**src/rtl/flash_host_pkg.sv**
```systemverilog
// Purpose: shared constants and carriers for the parallel nor flash host controller
// Assumes: device pins driven through flops on clk_sys (10 MHz)
// Notes: command codes and addresses are plain defaults, fixed here and not overridable in the host
package flash_host_pkg;

  localparam int ADDR_W = 20;
  localparam int DATA_W = 16;
  localparam int BYTE_ADDR_W = 21;
  localparam int WORDS_TOTAL = 1048576;
  localparam int BYTES_TOTAL = 2097152;

  // strobe timing in ns, converted to whole cycles (least times round up)
  localparam int CLK_NS = 100;
  localparam int T_STROBE_NS = 100;
  localparam int T_ACCESS_NS = 120;
  localparam int T_RESET_NS = 500;
  localparam int N_STROBE = (T_STROBE_NS + CLK_NS - 1) / CLK_NS;
  localparam int N_ACCESS = (T_ACCESS_NS + CLK_NS - 1) / CLK_NS + 1;
  localparam int N_RESET = (T_RESET_NS + CLK_NS - 1) / CLK_NS;
  localparam int CNT_W = 4;

  // unlock cycle addresses and data, plain defaults
  localparam logic [ADDR_W-1:0] UNLOCK_A1 = 20'h0_0555;
  localparam logic [ADDR_W-1:0] UNLOCK_A2 = 20'h0_02AA;
  localparam logic [DATA_W-1:0] UNLOCK_D1 = 16'h00AA;
  localparam logic [DATA_W-1:0] UNLOCK_D2 = 16'h0055;
  localparam logic [DATA_W-1:0] CMD_PROG = 16'h00A0;
  localparam logic [DATA_W-1:0] CMD_ERASE = 16'h0080;
  localparam logic [DATA_W-1:0] CMD_CHIP = 16'h0010;
  localparam logic [DATA_W-1:0] CMD_SECT = 16'h0030;
  localparam logic [DATA_W-1:0] CMD_SUSP = 16'h00B0;
  localparam logic [DATA_W-1:0] CMD_RESUME = 16'h0030;
  localparam logic [DATA_W-1:0] CMD_BYPASS = 16'h0020;
  localparam logic [DATA_W-1:0] CMD_READ_RST = 16'h00F0;
  localparam logic [DATA_W-1:0] CMD_BYPASS_EXIT1 = 16'h0090;
  localparam logic [DATA_W-1:0] CMD_BYPASS_EXIT2 = 16'h0000;
  localparam int POLL_BIT = 7;
  localparam int TOGGLE_BIT = 6;

  typedef enum logic [3:0]
  {
    OP_READ = 4'h0,
    OP_PROGRAM = 4'h1,
    OP_CHIP_ERASE = 4'h2,
    OP_SECTOR_ERASE = 4'h3,
    OP_SUSPEND = 4'h4,
    OP_RESUME = 4'h5,
    OP_BYPASS_ON = 4'h6,
    OP_BYPASS_OFF = 4'h7,
    OP_STANDBY = 4'h8,
    OP_HARD_RESET = 4'h9,
    OP_RAW_WRITE = 4'hA
  } op_t;

  typedef struct packed
  {
    op_t op;
    logic [ADDR_W-1:0] addr;
    logic [DATA_W-1:0] data;
  } req_t;

  typedef struct packed
  {
    logic chip_enable_n;
    logic write_strobe_n;
    logic output_gate_n;
    logic hard_restart_n;
    logic byte_mode_n;
    logic [ADDR_W-1:0] addr;
  } pins_t;

endpackage

```
**src/rtl/flash_host.sv**
```systemverilog
// Purpose: host controller that drives a parallel nor flash through its strobes
// Assumes: synchronous active-low rstn; pin inputs pass two flops first
// Notes: one write or read cycle at a time; program, erase and bypass entry expand into unlock sequences
//
// Contract
// - three active-low strobes avoid bus contention
// - commands issued as plain write cycles
// - bypass mode programs with two writes
// - host may place device in standby
`timescale 1ns/1ps
module flash_host
  import flash_host_pkg::*;
#(
  parameter int POLL_LIMIT = 4000
)
(
  input wire logic clk_sys,
  input wire logic rstn,
  input wire logic req_valid,
  input wire req_t req,
  input wire logic byte_mode,
  output logic req_ready,
  output logic rsp_valid,
  output logic [DATA_W-1:0] rsp_data,
  output logic op_timeout,
  output logic bypass_active,
  output pins_t pins,
  output logic [DATA_W-1:0] bus_lines_out,
  output logic bus_lines_oe,
  input wire logic [DATA_W-1:0] bus_lines_in,
  input wire logic done_indicator_n
);

  // ****************************************************************
  // input synchronisers
  // ****************************************************************
  logic [DATA_W-1:0] bus_meta;
  logic [DATA_W-1:0] bus_sync;
  logic ready_meta;
  logic ready_sync;

  always_ff @(posedge clk_sys)
  begin
    bus_meta <= bus_lines_in;
    bus_sync <= bus_meta;
    ready_meta <= done_indicator_n;
    ready_sync <= ready_meta;
  end

  // ****************************************************************
  // sequencer
  // ****************************************************************
  typedef enum logic [3:0]
  {
    S_IDLE = 4'h0,
    S_WR_SETUP = 4'h1,
    S_WR_PULSE = 4'h2,
    S_WR_HOLD = 4'h3,
    S_RD_WAIT = 4'h4,
    S_RD_DONE = 4'h5,
    S_POLL = 4'h6,
    S_RESET = 4'h7,
    S_STANDBY = 4'h8,
    S_DONE = 4'h9
  } state_t;

  state_t state;
  state_t next_state;
  req_t cur;
  logic [2:0] step;
  logic [2:0] last_step;
  logic [CNT_W-1:0] cnt;
  logic [15:0] poll_cnt;
  logic [DATA_W-1:0] prev_status;
  logic poll_seen;

  // command expansion: each step is one write cycle
  logic [ADDR_W-1:0] step_addr;
  logic [DATA_W-1:0] step_data;
  logic [2:0] step_count;
  logic unlock_phase;
  logic is_erase;
  logic needs_poll;
  logic is_prog;

  assign is_prog = (cur.op == OP_PROGRAM);
  assign is_erase = (cur.op == OP_CHIP_ERASE) || (cur.op == OP_SECTOR_ERASE);
  assign needs_poll = is_prog || is_erase;
  // bypass programs in two writes instead of four
  assign step_count = is_prog ? (bypass_active ? 3'd2 : 3'd4) :
                      is_erase ? 3'd6 :
                      (cur.op == OP_BYPASS_ON) ? 3'd3 :
                      (cur.op == OP_BYPASS_OFF) ? 3'd2 : 3'd1;
  assign unlock_phase = (step == 3'd0) || (step == 3'd3);

  always_comb
  begin
    step_addr = unlock_phase ? UNLOCK_A1 : UNLOCK_A2;
    step_data = unlock_phase ? UNLOCK_D1 : UNLOCK_D2;
    unique case (cur.op)
      OP_PROGRAM:
      begin
        if (bypass_active)
        begin
          step_addr = (step == 3'd0) ? UNLOCK_A1 : cur.addr;
          step_data = (step == 3'd0) ? CMD_PROG : cur.data;
        end
        else if (step == 3'd2)
        begin
          step_addr = UNLOCK_A1;
          step_data = CMD_PROG;
        end
        else if (step == 3'd3)
        begin
          step_addr = cur.addr;
          step_data = cur.data;
        end
      end
      OP_CHIP_ERASE, OP_SECTOR_ERASE:
      begin
        // whole array or one sector per sequence
        if (step == 3'd2)
        begin
          step_addr = UNLOCK_A1;
          step_data = CMD_ERASE;
        end
        else if (step == 3'd5)
        begin
          step_addr = is_prog ? cur.addr : ((cur.op == OP_CHIP_ERASE) ? UNLOCK_A1 : cur.addr);
          step_data = (cur.op == OP_CHIP_ERASE) ? CMD_CHIP : CMD_SECT;
        end
      end
      OP_BYPASS_ON:
      begin
        if (step == 3'd2)
        begin
          step_addr = UNLOCK_A1;
          step_data = CMD_BYPASS;
        end
      end
      OP_BYPASS_OFF:
      begin
        step_addr = cur.addr;
        step_data = (step == 3'd0) ? CMD_BYPASS_EXIT1 : CMD_BYPASS_EXIT2;
      end
      OP_SUSPEND:
      begin
        step_addr = cur.addr;
        step_data = CMD_SUSP;
      end
      OP_RESUME:
      begin
        step_addr = cur.addr;
        step_data = CMD_RESUME;
      end
      default:
      begin
        step_addr = cur.addr;
        step_data = cur.data;
      end
    endcase
  end

  // toggle bit stops flipping once the internal routine ends
  logic toggling;
  logic cnt_done;
  logic start_op;
  logic [DATA_W-1:0] byte_masked;
  assign toggling = (bus_sync[TOGGLE_BIT] != prev_status[TOGGLE_BIT]);
  assign cnt_done = (cnt == '0);
  assign start_op = req_valid && req_ready;
  // byte mode uses only the low eight lines
  assign byte_masked = byte_mode ? {8'h00, bus_sync[7:0]} : bus_sync;
  assign last_step = step_count - 3'd1;

  always_comb
  begin
    next_state = state;
    unique case (state)
      S_IDLE:
        if (start_op)
          next_state = (req.op == OP_READ) ? S_RD_WAIT :
                       (req.op == OP_STANDBY) ? S_STANDBY :
                       (req.op == OP_HARD_RESET) ? S_RESET : S_WR_SETUP;
      S_WR_SETUP: next_state = S_WR_PULSE;
      S_WR_PULSE: if (cnt_done) next_state = S_WR_HOLD;
      S_WR_HOLD:
        if (step != last_step) next_state = S_WR_SETUP;
        else next_state = needs_poll ? S_RD_WAIT : S_DONE;
      S_RD_WAIT: if (cnt_done) next_state = (cur.op == OP_READ) ? S_RD_DONE : S_POLL;
      S_RD_DONE: next_state = S_DONE;
      S_POLL:
        if (poll_seen && !toggling && ready_sync) next_state = S_DONE;
        else if (poll_cnt == 16'(POLL_LIMIT)) next_state = S_DONE;
      S_RESET: if (cnt_done) next_state = S_DONE;
      S_STANDBY: if (req_valid) next_state = S_IDLE;
      S_DONE: next_state = S_IDLE;
      default: next_state = S_IDLE;
    endcase
  end

  always_ff @(posedge clk_sys)
  begin
    if (!rstn)
    begin
      state <= S_IDLE;
      cur <= '0;
      step <= 3'd0;
      cnt <= '0;
      poll_cnt <= 16'h0000;
      prev_status <= 16'h0000;
      poll_seen <= 1'b0;
      bypass_active <= 1'b0;
      op_timeout <= 1'b0;
    end
    else
    begin
      state <= next_state;
      if (start_op)
      begin
        cur <= req;
        step <= 3'd0;
        op_timeout <= 1'b0;
        cnt <= (req.op == OP_HARD_RESET) ? CNT_W'(N_RESET) : CNT_W'(N_ACCESS);
      end
      else if (state == S_WR_SETUP)
        cnt <= CNT_W'(N_STROBE - 1);
      else if (state == S_WR_HOLD)
      begin
        step <= step + 3'd1;
        cnt <= CNT_W'(N_ACCESS);
      end
      else if (!cnt_done)
        cnt <= cnt - CNT_W'(1);
      if (state == S_POLL)
      begin
        prev_status <= bus_sync;
        poll_seen <= 1'b1;
        poll_cnt <= poll_cnt + 16'h0001;
        if (poll_cnt == 16'(POLL_LIMIT))
          op_timeout <= 1'b1;
      end
      else
      begin
        poll_seen <= 1'b0;
        poll_cnt <= 16'h0000;
      end
      if (state == S_WR_HOLD && step == last_step)
      begin
        if (cur.op == OP_BYPASS_ON)
          bypass_active <= 1'b1;
        if (cur.op == OP_BYPASS_OFF)
          bypass_active <= 1'b0;
      end
      // hard restart also leaves bypass mode
      if (state == S_RESET)
        bypass_active <= 1'b0;
    end
  end

  // ****************************************************************
  // pin drivers, all from flops
  // ****************************************************************
  logic next_ce_n;
  logic next_we_n;
  logic next_oe_n;
  logic next_drive;
  // strobes kept exclusive so the data lines never fight
  assign next_ce_n = !(state inside {S_WR_SETUP, S_WR_PULSE, S_WR_HOLD, S_RD_WAIT, S_POLL});
  assign next_we_n = (state != S_WR_PULSE);
  assign next_oe_n = !(state inside {S_RD_WAIT, S_POLL});
  assign next_drive = state inside {S_WR_SETUP, S_WR_PULSE, S_WR_HOLD};

  always_ff @(posedge clk_sys)
  begin
    if (!rstn)
    begin
      pins <= '{chip_enable_n: 1'b1, write_strobe_n: 1'b1, output_gate_n: 1'b1,
                hard_restart_n: 1'b0, byte_mode_n: 1'b1, addr: '0};
      bus_lines_out <= 16'h0000;
      bus_lines_oe <= 1'b0;
      req_ready <= 1'b0;
      rsp_valid <= 1'b0;
      rsp_data <= 16'h0000;
    end
    else
    begin
      pins.chip_enable_n <= next_ce_n;
      pins.write_strobe_n <= next_we_n;
      pins.output_gate_n <= next_oe_n;
      pins.hard_restart_n <= (next_state != S_RESET);
      pins.byte_mode_n <= !byte_mode;
      // address held steady between cycles lets the device sleep
      if (next_state inside {S_WR_SETUP, S_WR_PULSE, S_WR_HOLD})
        pins.addr <= step_addr;
      else if (start_op)
        pins.addr <= req.addr;
      bus_lines_out <= step_data;
      bus_lines_oe <= next_drive && (next_state != S_WR_HOLD || state == S_WR_PULSE);
      req_ready <= (next_state == S_IDLE);
      rsp_valid <= (state == S_DONE);
      if (state == S_RD_DONE || state == S_POLL)
        rsp_data <= byte_masked;
    end
  end

  // ****************************************************************
  // checks
  // ****************************************************************
  AST_NO_CONTENTION:
    assert property (@(posedge clk_sys) disable iff (!rstn)
      bus_lines_oe |-> pins.output_gate_n)
    else $error("host drives bus while output gate active");

  AST_WE_OE_EXCL:
    assert property (@(posedge clk_sys) disable iff (!rstn)
      !(!pins.write_strobe_n && !pins.output_gate_n))
    else $error("write and output strobes active together");

  AST_WE_NEEDS_CE:
    assert property (@(posedge clk_sys) disable iff (!rstn)
      !pins.write_strobe_n |-> !pins.chip_enable_n && bus_lines_oe)
    else $error("write strobe without chip enable or data");

  AST_BYPASS_SET:
    assert property (@(posedge clk_sys) disable iff (!rstn)
      (state == S_WR_HOLD && step == last_step && cur.op == OP_BYPASS_ON) |=> bypass_active)
    else $error("bypass mode not entered");

  AST_RESET_PULSE:
    assert property (@(posedge clk_sys) disable iff (!rstn)
      (state == S_IDLE && start_op && req.op == OP_HARD_RESET) |=> ##1 !pins.hard_restart_n)
    else $error("hard restart not driven");

  AST_POLL_BOUND:
    assert property (@(posedge clk_sys) disable iff (!rstn)
      (state == S_POLL && poll_cnt == 16'(POLL_LIMIT)) |=> state == S_DONE && op_timeout)
    else $error("poll limit not honoured");

  AST_STANDBY_CE:
    assert property (@(posedge clk_sys) disable iff (!rstn)
      (state == S_STANDBY) [*2] |-> pins.chip_enable_n)
    else $error("chip enable active in standby");

  AST_RSP_AFTER_DONE:
    assert property (@(posedge clk_sys) disable iff (!rstn)
      (state == S_DONE) |=> rsp_valid && state == S_IDLE)
    else $error("no response after completion");

endmodule

```
**config.mk**
```make
export PLATFORM = sky130hd
export DESIGN_NAME = flash_host
export DESIGN_NICKNAME = d
export VERILOG_FILES = /design/src/rtl/flash_host_pkg.sv /design/src/rtl/flash_host.sv
export SDC_FILE = /design/constraint.sdc
export NUM_CORES = 1
export LEC_CHECK = 0
export BUFFER_PORTS_ARGS = -buffer_cell sky130_fd_sc_hd__buf_2
export CAP_MARGIN = 10
export CORE_UTILIZATION = 55
export DETAILED_ROUTE_END_ITERATION = 12
export GPL_ROUTABILITY_DRIVEN = 0
export PLACE_DENSITY = 0.75
export SLEW_MARGIN = 20
export SYNTH_ARGS = -nofsm -noshare
export SYNTH_HDL_FRONTEND = slang
export SYNTH_SLANG_ARGS = --single-unit
```
**constraint.sdc**
```tcl
create_clock -name clk_sys -period 3 [get_ports clk_sys]
set_input_delay 0.3 -clock clk_sys [delete_from_list [all_inputs] [get_ports clk_sys]]
set_output_delay 0.3 -clock clk_sys [all_outputs]
set_load 0.005 [all_outputs]
```
==> parameters.txt, run 1 <==
Parameter                              Value

Clocking
  TritonCTS sink count ... around 170
  Clk buf depth ... 2
  Clock buffers created by TritonCTS ... 17
  CTS tree ... built
  Clock slew at reported path FFs ... 0.06 ns
  Post-CTS Setup Bufs ... 0
  Post-cts resize count ... 0
  Root buffer cell ... clkbuf_16
  Depth of the CTS H-tree ... 4
  Hold bufs inserted after CTS ... 17
  Clock latency reported for the late side of the worst-skew pair ... between 0.4 and 0.5 ns

STA
  Share of the clock period used by the worst path after layout ... 86.7%
  Upper clock frequency limit ... around 0.38 GHz
  Minimum clock period ... roughly 2.6 ns
  Transition time of the tightest slew-check pin ... ~0.73 ns
  Count of final max-slew check failures ... 0
  RSZ-0062 raised after global routing ... no
  Number of endpoints failing setup at the final stage ... 0
  Number of hold violations in the final report ... 0
  Final-layout setup total negative slack ... 0 ns
  Worst slew margin relative to its limit ... between 50 and 60%
  Minimum hold slack ... between 0.1 and 0.15 ns
  Final critical-path setup slack ... 0.398 ns
  Worst Clk Skew ... 0.00657 ns

GRT
  Global Route Usage Sum ... between 20 and 25%
  Number of global-route vias before repair ... 5672
  First-pass GRT wire length ... between 20000 and 30000 um
  Initial antenna violation count ... 0
  Pin count of the biggest net entering global routing ... between 60 and 70
  Residual overflow from global routing ... 0

Run status
  Result of the run ... finished, final reports clean

Floorplan
  Starting utilization of the core area ... around 56%
  Die width ... roughly 110 um
  Die Footprint ... approximately 13000 um^2
  Die height ... 113 um
  Row count ... 40
  Number of top-level pins ... about 120
  Placeable Area ... 12000 um^2

Worst setup path
  Cell type with the highest occurrence count on the critical path ... xnor2_1
  WP data required ... roughly 3.4 ns
  Arrival time of data at the critical path endpoint ... between 2 and 3 ns
  Worst setup path category ... reg2reg
  Worst path bufs/invs ... 1
  Cells along the critical path ... nand2b_1 > a2bb2oi_1 > inv_1 > ha_1 > xnor2_1 > xnor2_1 > nand3_1 > and3b_1 > nand2b_4 > mux2i_1
  CP max stage cell ... dfxtp_1
  Nature of the critical path endpoint ... flop
  CP startpoint kind ... flop
  Kind of cell adding the most delay to the critical path ... simple AND/OR/NAND/NOR gates
  Delay contributed by the slowest stage of the critical path ... 0.39 ns
  Maximum fanout along the worst path ... 20

Drt
  Routed WL per cell ... between 10 and 15 um
  Routed WL ... ~15000 um
  DR DRC count ... 0
  Detailed-route vias per instance ... roughly 5.4
  Total vias in the final route ... about 5800
  Starting DRC count in detailed routing ... between 400 and 500
  Number of detailed-route iterations in the first pass ... 4
  Count of antenna-violating nets left after detailed routing ... 0

Run
  Max-cap check violation count ... 0

Synthesis
  Count of state elements after synthesis ... roughly 170
  Yosys warnings ... 0
  Dominant register cell in the synthesized netlist ... dfxtp_1
  Number of enable flip-flop cells after synthesis ... 0
  Mapped Area ... about 6800 um^2
  Avg Cell Area, Syn ... 8.68 um^2
  Share of the yosys chip area belonging to registers ... roughly 50%
  Cell variety after synth ... between 60 and 70
  Proportion of synthesized flip-flops having asynchronous set or reset ... 0%
  Post-Synthesis Net Count ... approximately 850
  Post-Synthesis Cells ... approximately 780

Placed design
  Standard cell area after detailed placement ... 7500 um^2
  Post-DP HPWL ... between 10000 and 15000 um
  Count of input and output buffers ... between 100 and 150
  Setup WS pre-CTS ... between 0.4 and 0.5 ns

Layout
  Highest-count cells in the layout ignoring fill and taps ... 198 x nand2_1, 165 x dfxtp_1, 122 x buf_2, 62 x a21boi_0, 46 x nor2_1
  Final design utilization ... 68.9%
  Synth-to-layout area growth ... 22.1%
  Antenna diode count ... 0
  Final cell area excluding filler cells ... between 8000 and 9000 um^2
  Share of layout cells above drive strength 1 ... 19.5%
  Net count reported at finish ... slightly below 1000
  Most common cell after layout, fill and taps aside ... nand2_1

Power and ir drop
  Power density over the cells ... about 750 nW/um^2
  Maximum ir drop on the vdd rail ... between 0.4 and 0.5 mV
  Leakage power figure ... around 0.0036 uW

Min path
  Type of the worst min-delay path ... in2reg
kinds of logic (layout without fill, tap and decap cells):
kind of cell / after synthesis / after routing / share of synthesized area (%)
fa+ha+maj: 10 / 10 / 1.85
compound gates: 153 / 153 / 15.8
flops: 165 / 165 / 48.7
buf+inv: 58 / 199 / 3.52
simple gates: 351 / 351 / 24.0
mux: 21 / 21 / 3.10
xor+xnor: 23 / 23 / 2.97
report_power, final:
part	internal [uW]	total [uW]	switching (uW)	leakage [uW]
Sequential	2450	2610	162	0.00135
Clock	1350	2210	861	0.000288
Combinational	629	1420	788	0.00193
sequential cells by signal (all words and copies together), names as in the netlist:
| signal | flops |
|---|---|
| ready_sync | 1 |
| ready_meta | 1 |
| poll_cnt | 16 |
| bus_sync | 16 |
| bypass_active | 1 |
| req_ready | 1 |
| state | 4 |
| cnt | 4 |
| rsp_data | 16 |
| bus_meta | 16 |
| op_timeout | 1 |
| step | 3 |
| bus_lines_oe | 1 |
| pins | 25 |
| cur | 40 |
| poll_seen | 1 |
| prev_status | 1 |
| rsp_valid | 1 |
| bus_lines_out | 16 |
routing by layer:
metal / wire [um] / global-route usage [%] / vias up
met5: 0 / 0 / -
li1: - / - / 2892
met2: 7470 / 43.2 / 178
met1: 6700 / 29.1 / 2717
met3: 780 / 5.41 / 39
met4: 499 / 12.8 / 0
cells in the mapped netlist (all sizes together) (2+ instances only):
cell type | count | share of area [%]
nand2 | 199 | 11
dfxtp | 165 | 49
a21boi | 64 | 7.1
nor2 | 46 | 2.5
clkbuf | 34 | 1.9
o21ai | 22 | 1.6
mux2i | 21 | 3.1
a21oi | 20 | 1.5
inv | 17 | 0.94
nor3 | 14 | 1.0
xnor2 | 14 | 1.8
and2 | 13 | 1.2
nand3 | 12 | 0.89
ha | 10 | 1.8
nand3b | 10 | 1.1
o21a | 10 | 1.1
xor2 | 9 | 1.2
buf | 7 | 0.70
nand2b | 7 | 0.76
nor2b | 7 | 0.65
and3 | 6 | 0.55
or2 | 6 | 0.55
nand4 | 5 | 0.46
o31ai | 5 | 0.55
nor4 | 4 | 0.37
or3 | 4 | 0.37
a21o | 3 | 0.33
and3b | 3 | 0.39
and4 | 3 | 0.46
nor3b | 3 | 0.48
o211ai | 3 | 0.33
o221ai | 3 | 0.39
a2111oi | 2 | 0.35
a211o | 2 | 0.26
a2bb2oi | 2 | 0.26
a31o | 2 | 0.26
nand4b | 2 | 0.26
nor4b | 2 | 0.26
o21bai | 2 | 0.22
o22ai | 2 | 0.18
o31a | 2 | 0.26
or4 | 2 | 0.22
layout make-up:
cell class | instances | area, um^2
Timing Repair Buffer | 152 | 878
Multi-Input combinational cell | 558 | 3240
Fill cell | 986 | 3730
Tap cell | 147 | 184
Inverter | 17 | 63.8
Clock buffer | 19 | 453
Clock inverter | 11 | 153
Sequential cell | 165 | 3300
worst reg2reg max path, delay by kind of cell (launching register included):
kind	cells	cell delay (ns)
multiplexers	1	0.25
flip-flops	1	0.39
XOR/XNOR	2	0.41
AO/OA/AOI/OAI	1	0.27
AND/OR/NAND/NOR	4	0.92
adder cells (fa/ha/maj)	1	0.21
buffers and inverters	1	0.07
path summary, 6_finish.rpt:
check / start / to / slack (ns) / depth (start not counted)
max: cur[38]$_SDFFE_PN0P_ / pins[12]$_SDFFE_PN0P_ / 0.40 / 10
min: byte_mode / pins[20]$_SDFF_PN1_ / 0.12 / 2
max reg2reg: cur[38]$_SDFFE_PN0P_ / pins[12]$_SDFFE_PN0P_ / 0.40 / 10
min reg2reg: bus_meta[15]$_DFF_P_ / bus_sync[15]$_DFF_P_ / 0.32 / 0
per-stage QoR:
step	cells	total power, uW
3_3_place_gp	1022	4000
4_1_cts	1069	6280
2_1_floorplan	781	3670
3_5_place_dp	1022	4060
5_1_grt	1069	6550
6_report	1069	6230
Note: power is estimated with default switching activity, not from simulation.
==> run 2, diff against run 1 <==
--- a/config.mk
+++ b/config.mk
@@ -10,7 +10,7 @@
 export CORE_UTILIZATION = 55
 export DETAILED_ROUTE_END_ITERATION = 12
 export GPL_ROUTABILITY_DRIVEN = 0
-export PLACE_DENSITY = 0.75
+export PLACE_DENSITY = 0.79
 export SLEW_MARGIN = 20
 export SYNTH_ARGS = -nofsm -noshare
 export SYNTH_HDL_FRONTEND = slang
==> parameters.txt, run 2 (synthesis results as in run 1) <==
Parameter                              Value

Run status
  Result of the run ... finished, final reports clean (unchanged)

Worst setup path
  Nature of the critical path endpoint ... flop (unchanged)
  Worst setup path startpoint ... cur[38]$_SDFFE_PN0P_ (unchanged)
  Maximum fanout along the worst path ... 20 (unchanged)
  WP data required ... 3.35 ns (was 3.36 ns)
  Worst path bufs/invs ... 1 (unchanged)
  Crit. path cell count ... 10 (unchanged)
  Cells along the critical path ... nand2b_1 > a2bb2oi_1 > inv_1 > ha_1 > xnor2_1 > xnor2_1 > a31o_1 > and3b_1 > nand2b_4 > mux2i_1 (was nand2b_1 > a2bb2oi_1 > inv_1 > ha_1 > xnor2_1 > xnor2_1 > nand3_1 > and3b_1 > nand2b_4 > mux2i_1)
  Worst r2r path cells ... 10 (unchanged)
  Cell type with the highest occurrence count on the critical path ... xnor2_1 (unchanged)
  Crit Reg-Reg Startpoint ... cur[38]$_SDFFE_PN0P_ (unchanged)
  CP max stage cell ... dfxtp_2 (was dfxtp_1)
  CP startpoint kind ... flop (unchanged)
  Arrival time of data at the critical path endpoint ... 3.03 ns (was 2.96 ns)
  Delay contributed by the slowest stage of the critical path ... 0.49 ns (was 0.39 ns)
  Worst setup path category ... reg2reg (unchanged)
  Kind of cell adding the most delay to the critical path ... simple AND/OR/NAND/NOR gates (unchanged)

Floorplan
  Die width ... 113 um (unchanged)
  Row count ... 40 (unchanged)
  Starting utilization of the core area ... 56.5% (unchanged)
  Number of top-level pins ... 123 (unchanged)
  Die Footprint ... 12800 um^2 (unchanged)
  Die height ... 113 um (unchanged)
  Placeable Area ... 12000 um^2 (unchanged)

Clocking
  Clock slew at reported path FFs ... 0.07 ns (was 0.06 ns)
  Depth of the CTS H-tree ... 4 (unchanged)
  Clock latency reported for the late side of the worst-skew pair ... 0.43 ns (about the same)
  Root buffer cell ... clkbuf_16 (unchanged)
  Clk buf depth ... 2 (unchanged)
  TritonCTS sink count ... 165 (unchanged)
  CTS tree ... built (unchanged)
  Clock buffers created by TritonCTS ... 17 (unchanged)

Layout
  Synth-to-layout area growth ... 22.1% (about the same)
  Highest-count cells in the layout ignoring fill and taps ... 198 x nand2_1, 164 x dfxtp_1, 122 x buf_2, 62 x a21boi_0, 46 x nor2_1 (was 198 x nand2_1, 165 x dfxtp_1, 122 x buf_2, 62 x a21boi_0, 46 x nor2_1)
  Antenna diode count ... 0 (unchanged)
  Regs by FF count ... cur: 40 flops, pins: 25 flops (unchanged)
  Number of flip-flops in the largest register ... 40 (unchanged)
  Share of layout cells above drive strength 1 ... 19.6% (was 19.5%)
  Reg with most FFs ... cur (unchanged)
  Fillers ... 990 (was 986)
  Net count reported at finish ... 980 (was 982)
  Final design utilization ... 68.9% (about the same)
  Most common cell after layout, fill and taps aside ... nand2_1 (unchanged)

STA
  Worst Clk Skew ... 0.00805 ns (was 0.00657 ns)
  Worst slew margin relative to its limit ... 43.7% (was 51.1%)
  Transition time of the tightest slew-check pin ... 0.845 ns (was 0.732 ns)
  Upper clock frequency limit ... 0.373 GHz (was 0.384 GHz)
  Number of endpoints failing setup at the final stage ... 0 (unchanged)
  RSZ-0062 raised after global routing ... no (unchanged)
  Final-layout setup total negative slack ... 0 ns (unchanged)
  Minimum hold slack ... 0.115 ns (was 0.119 ns)
  Share of the clock period used by the worst path after layout ... 89.3% (was 86.7%)
  Count of final max-slew check failures ... 0 (unchanged)
  Number of hold violations in the final report ... 0 (unchanged)
  Minimum clock period ... 2.68 ns (was 2.60 ns)
  Final critical-path setup slack ... 0.322 ns (was 0.398 ns)

Drt
  Number of detailed-route iterations in the first pass ... 5 (was 4)
  Total vias in the final route ... 5679 (was 5826)
  Routed WL per cell ... 14.2 um (was 14.5 um)
  Starting DRC count in detailed routing ... 412 (was 476)
  Count of antenna-violating nets left after detailed routing ... 0 (unchanged)
  Routed WL ... 15100 um (was 15500 um)
  DR DRC count ... 0 (unchanged)
  Detailed-route vias per instance ... 5.31 (was 5.45)

Min path
  Type of the worst min-delay path ... in2reg (unchanged)
  Worst hold start ... req[1] (was byte_mode)
  Cells on Worst Hold Path ... 3 (was 2)

Run
  Max-cap check violation count ... 0 (unchanged)

GRT
  First-pass GRT wire length ... 25700 um (was 25500 um)
  Initial antenna violation count ... 0 (unchanged)
  Global Route Usage Sum ... 25.2% (was 25.0%)
  Pin count of the biggest net entering global routing ... 65 (unchanged)
  Number of global-route vias before repair ... 5510 (was 5672)
  Residual overflow from global routing ... 0 (unchanged)

Power and ir drop
  Leakage power figure ... 0.00358 uW (was 0.00357 uW)
  Power density over the cells ... 755 nW/um^2 (was 753 nW/um^2)
  Maximum ir drop on the vdd rail ... 0.648 mV (was 0.411 mV)
  Power consumption ... 6250 uW (was 6230 uW)

Placed design
  Setup WS pre-CTS ... 0.214 ns (was 0.445 ns)
  Post-DP HPWL ... 9770 um (was 10500 um)
  Count of input and output buffers ... 122 (unchanged)
## run 2: cell types whose count changed in the layout (fill, tap and decap cells not counted), sizes merged
| cell | previous run | this run |
|---|---|---|
| buf | 135 | 133 |
| clkbuf | 19 | 17 |
| clkinv | 4 | 2 |
| clkinvlp | 3 | 1 |
| bufinv | 3 | 2 |
| inv | 18 | 27 |
## run 2: repair_timing
item / CTS / global route
setup buffers: 0 / 0
setup endpoints to repair: 0 / 20
hold endpoints to repair: 17 / 0
resized for setup: 0 / 1
hold buffers: 17 / 0
## run 2: power by group
part	switching, uW	internal [uW]	total [uW]
clock network	957	1270	2220
registers	176	2450	2620
logic	782	623	1410
total	1910	4340	6250
## run 2: path summary, 6_finish.rpt
| kind | end | slack [ns] |
|---|---|---|
| setup / recovery | pins[19]$_SDFFE_PN0P_ | 0.32 |
| hold / removal | cur[1]$_SDFFE_PN0P_ | 0.12 |
| setup reg to reg | pins[19]$_SDFFE_PN0P_ | 0.32 |
| hold reg to reg | bus_sync[2]$_DFF_P_ | 0.33 |
## run 2: routing by layer
| layer | vias up | GRT usage [%] | share of wire (%) |
|---|---|---|---|
| met5 | - | 0 | 0 |
| met4 | 0 | 10.2 | 1.7 |
| met3 | 22 | 6.27 | 4.5 |
| met2 | 134 | 42.9 | 49 |
| met1 | 2627 | 30.5 | 44 |
| li1 | 2896 | - | - |
## run 2: worst min-delay path: stages
cell	delay (ns)
buf_2	0.09
nand2_1	0.04
a21boi_0	0.06
## run 2: cell type report
cell class	instances	area (um^2)	area share, %
clock buffer	17	425	5.14
clock inverter	15	183	2.21
inverter	17	63.8	0.771
multi-input combinational	558	3240	39.2
sequential	165	3300	39.9
tap	147	184	2.22
timing repair buffer	150	876	10.6
## run 2: stage by stage
stage / instance area (um^2) / std cells
after floorplan: 6780 / 781
after global placement: 7500 / 1020
after detailed placement: 7500 / 1020
after CTS: 8280 / 1069
after global routing: 8280 / 1069
final: 8280 / 1069
==> run 3, diff against run 2 <==
==> constraint.sdc (replaced) <==
create_clock -name clk_sys -period 2.65 [get_ports clk_sys]
set_input_delay 0.3975 -clock clk_sys [delete_from_list [all_inputs] [get_ports clk_sys]]
set_output_delay 0.3975 -clock clk_sys [all_outputs]
set_load 0.005 [all_outputs]
==> parameters.txt, run 3 (synthesis results as in run 1) <==
Parameter                              Value

Run status
  Result of the run ... finished, final reports clean (unchanged)

GRT
  Global-route met3 utilization ... 5.57% (was 6.27%)
  Pin count of the biggest net entering global routing ... 65 (unchanged)
  Initial antenna violation count ... 0 (unchanged)
  Global Route Usage Sum ... 24.5% (was 25.2%)
  Routing usage on met2 ... 42.7% (was 42.9%)
  First-pass GRT wire length ... 24800 um (was 25700 um)
  Global-route met1 utilization ... 29.7% (was 30.5%)
  Residual overflow from global routing ... 0 (unchanged)
  Number of global-route vias before repair ... 5388 (was 5510)
  Most heavily used metal layer in global routing ... met2 (unchanged)

Worst setup path
  Cell type with the highest occurrence count on the critical path ... xnor2_1 (unchanged)
  Delay contributed by the slowest stage of the critical path ... 0.35 ns (was 0.49 ns)
  Kind of cell adding the most delay to the critical path ... simple AND/OR/NAND/NOR gates (unchanged)
  Nature of the critical path endpoint ... flop (unchanged)
  Maximum fanout along the worst path ... 6 (was 20)
  Worst path bufs/invs ... 1 (unchanged)
  CP startpoint kind ... flop (unchanged)
  CP max stage cell ... dfxtp_1 (was dfxtp_2)
  Worst setup path category ... reg2reg (unchanged)
  Arrival time of data at the critical path endpoint ... 2.85 ns (was 3.03 ns)
  WP data required ... 2.98 ns (was 3.35 ns)
  Cells along the critical path ... inv_1 > a31oi_1 > or2_2 > ha_1 > xnor2_1 > xnor2_1 > nand3_1 > and3b_2 > nand2b_4 > mux2i_1 (was nand2b_1 > a2bb2oi_1 > inv_1 > ha_1 > xnor2_1 > xnor2_1 > a31o_1 > and3b_1 > nand2b_4 > mux2i_1)

Clocking
  Post-CTS Setup Bufs ... 0 (unchanged)
  Clk buf depth ... 2 (unchanged)
  Post-cts resize count ... 0 (unchanged)
  Depth of the CTS H-tree ... 4 (unchanged)
  Hold bufs inserted after CTS ... 0 (was 17)
  Clock slew at reported path FFs ... 0.06 ns (was 0.07 ns)
  TritonCTS sink count ... 165 (unchanged)
  Clock buffers created by TritonCTS ... 17 (unchanged)
  CTS tree ... built (unchanged)
  Clock latency reported for the late side of the worst-skew pair ... 0.42 ns (was 0.43 ns)
  Root buffer cell ... clkbuf_16 (unchanged)

Drt
  Starting DRC count in detailed routing ... 315 (was 412)
  DR DRC count ... 0 (unchanged)
  Count of antenna-violating nets left after detailed routing ... 0 (unchanged)
  Routed WL per cell ... 14.2 um (about the same)
  Detailed-route vias per instance ... 5.32 (was 5.31)
  Number of detailed-route iterations in the first pass ... 6 (was 5)
  Total vias in the final route ... 5668 (was 5679)
  Routed WL ... 15200 um (was 15100 um)

Layout
  Antenna diode count ... 0 (unchanged)
  Regs by FF count ... cur: 40 flops, pins: 25 flops (unchanged)
  Synth-to-layout area growth ... 21.2% (was 22.1%)
  Final cell area excluding filler cells ... 8220 um^2 (was 8280 um^2)
  Share of layout cells above drive strength 1 ... 21.5% (was 19.6%)
  Reg with most FFs ... cur (unchanged)
  Highest-count cells in the layout ignoring fill and taps ... 198 x nand2_1, 164 x dfxtp_1, 122 x buf_2, 62 x a21boi_0, 46 x nor2_1 (unchanged)
  Most common cell after layout, fill and taps aside ... nand2_1 (unchanged)
  Net count reported at finish ... 978 (was 980)
  Number of flip-flops in the largest register ... 40 (unchanged)

Run
  Max-cap check violation count ... 0 (unchanged)

STA
  Count of final max-slew check failures ... 0 (unchanged)
  Minimum clock period ... 2.52 ns (was 2.68 ns)
  Worst slew margin relative to its limit ... 43.7% (about the same)
  Transition time of the tightest slew-check pin ... 0.844 ns (was 0.845 ns)
  Final critical-path setup slack ... 0.133 ns (was 0.322 ns)
  Share of the clock period used by the worst path after layout ... 95.0% (was 89.3%)
  Number of hold violations in the final report ... 0 (unchanged)
  Upper clock frequency limit ... 0.397 GHz (was 0.373 GHz)
  Worst Clk Skew ... 0.00645 ns (was 0.00805 ns)
  Number of endpoints failing setup at the final stage ... 0 (unchanged)

Floorplan
  Row count ... 40 (unchanged)
  Die width ... 113 um (unchanged)
  Starting utilization of the core area ... 56.5% (unchanged)
  Placeable Area ... 12000 um^2 (unchanged)
  Die Footprint ... 12800 um^2 (unchanged)
  Number of top-level pins ... 123 (unchanged)
  Die height ... 113 um (unchanged)

Power and ir drop
  Maximum ir drop on the vdd rail ... 0.623 mV (was 0.648 mV)
  Power density over the cells ... 864 nW/um^2 (was 755 nW/um^2)
  Leakage power figure ... 0.00358 uW (about the same)

Placed design
  Count of input and output buffers ... 122 (unchanged)
  Post-DP HPWL ... 10100 um (was 9770 um)
  Setup WS pre-CTS ... 0.137 ns (was 0.214 ns)
  Standard cell area after detailed placement ... 7580 um^2 (was 7500 um^2)

Min path
  Type of the worst min-delay path ... in2reg (unchanged)
==> run 3: cell types whose count changed in the layout (fill, tap and decap cells not counted), sizes merged <==
cell,previous run,this run
clkbuf,17,19
inv,27,21
dlygate4sd3,17,0
nand2b,7,10
buf,133,145
clkinv,2,5
==> run 3: layout make-up <==
type,count,area (um^2)
tap,147,184
timing repair buffer,145,783
inverter,17,63.8
clock inverter,12,145
sequential,165,3300
multi-input combinational,561,3290
clock buffer,19,443
fill,960,3790
==> run 3: per-layer routing <==
layer  part of all wire, %  vias to the layer above
met2                    49                      145
li1                      -                     2895
met1                    45                     2607
met4                   1.3                        0
met5                     0                        -
met3                   4.4                       21
==> run 3: power by group <==
group / total [uW] / leakage (uW) / internal [uW] / switching, uW
Combinational: 1710 / 0.00194 / 774 / 937
Sequential: 2960 / 0.00135 / 2770 / 193
Clock: 2430 / 0.000286 / 1430 / 1000
==> run 3: path summary, 6_finish.rpt <==
check | from | cells past startpoint | end | slack, ns
hold / removal | bus_lines_in[10] | 1 | bus_meta[10]$_DFF_P_ | 0.07
setup / recovery | cur[38]$_SDFFE_PN0P_ | 10 | pins[11]$_SDFFE_PN0P_ | 0.13
hold reg to reg | ready_meta$_DFF_P_ | 0 | ready_sync$_DFF_P_ | 0.33
setup reg to reg | cur[38]$_SDFFE_PN0P_ | 10 | pins[11]$_SDFFE_PN0P_ | 0.13
==> run 3: metrics by stage <==
step	hold WS, ns	instances	power (uW)	util [%]	TNS [ns]
after floorplan	0.310	781	4160	-	0
after global placement	0.310	1032	4580	63.1	0
after detailed placement	0.312	1032	4600	63.1	0
after CTS	0.0532	1063	7040	68.0	0
after global routing	0.0500	1066	7470	68.4	-0.0236
final	0.0703	1066	7100	68.4	0
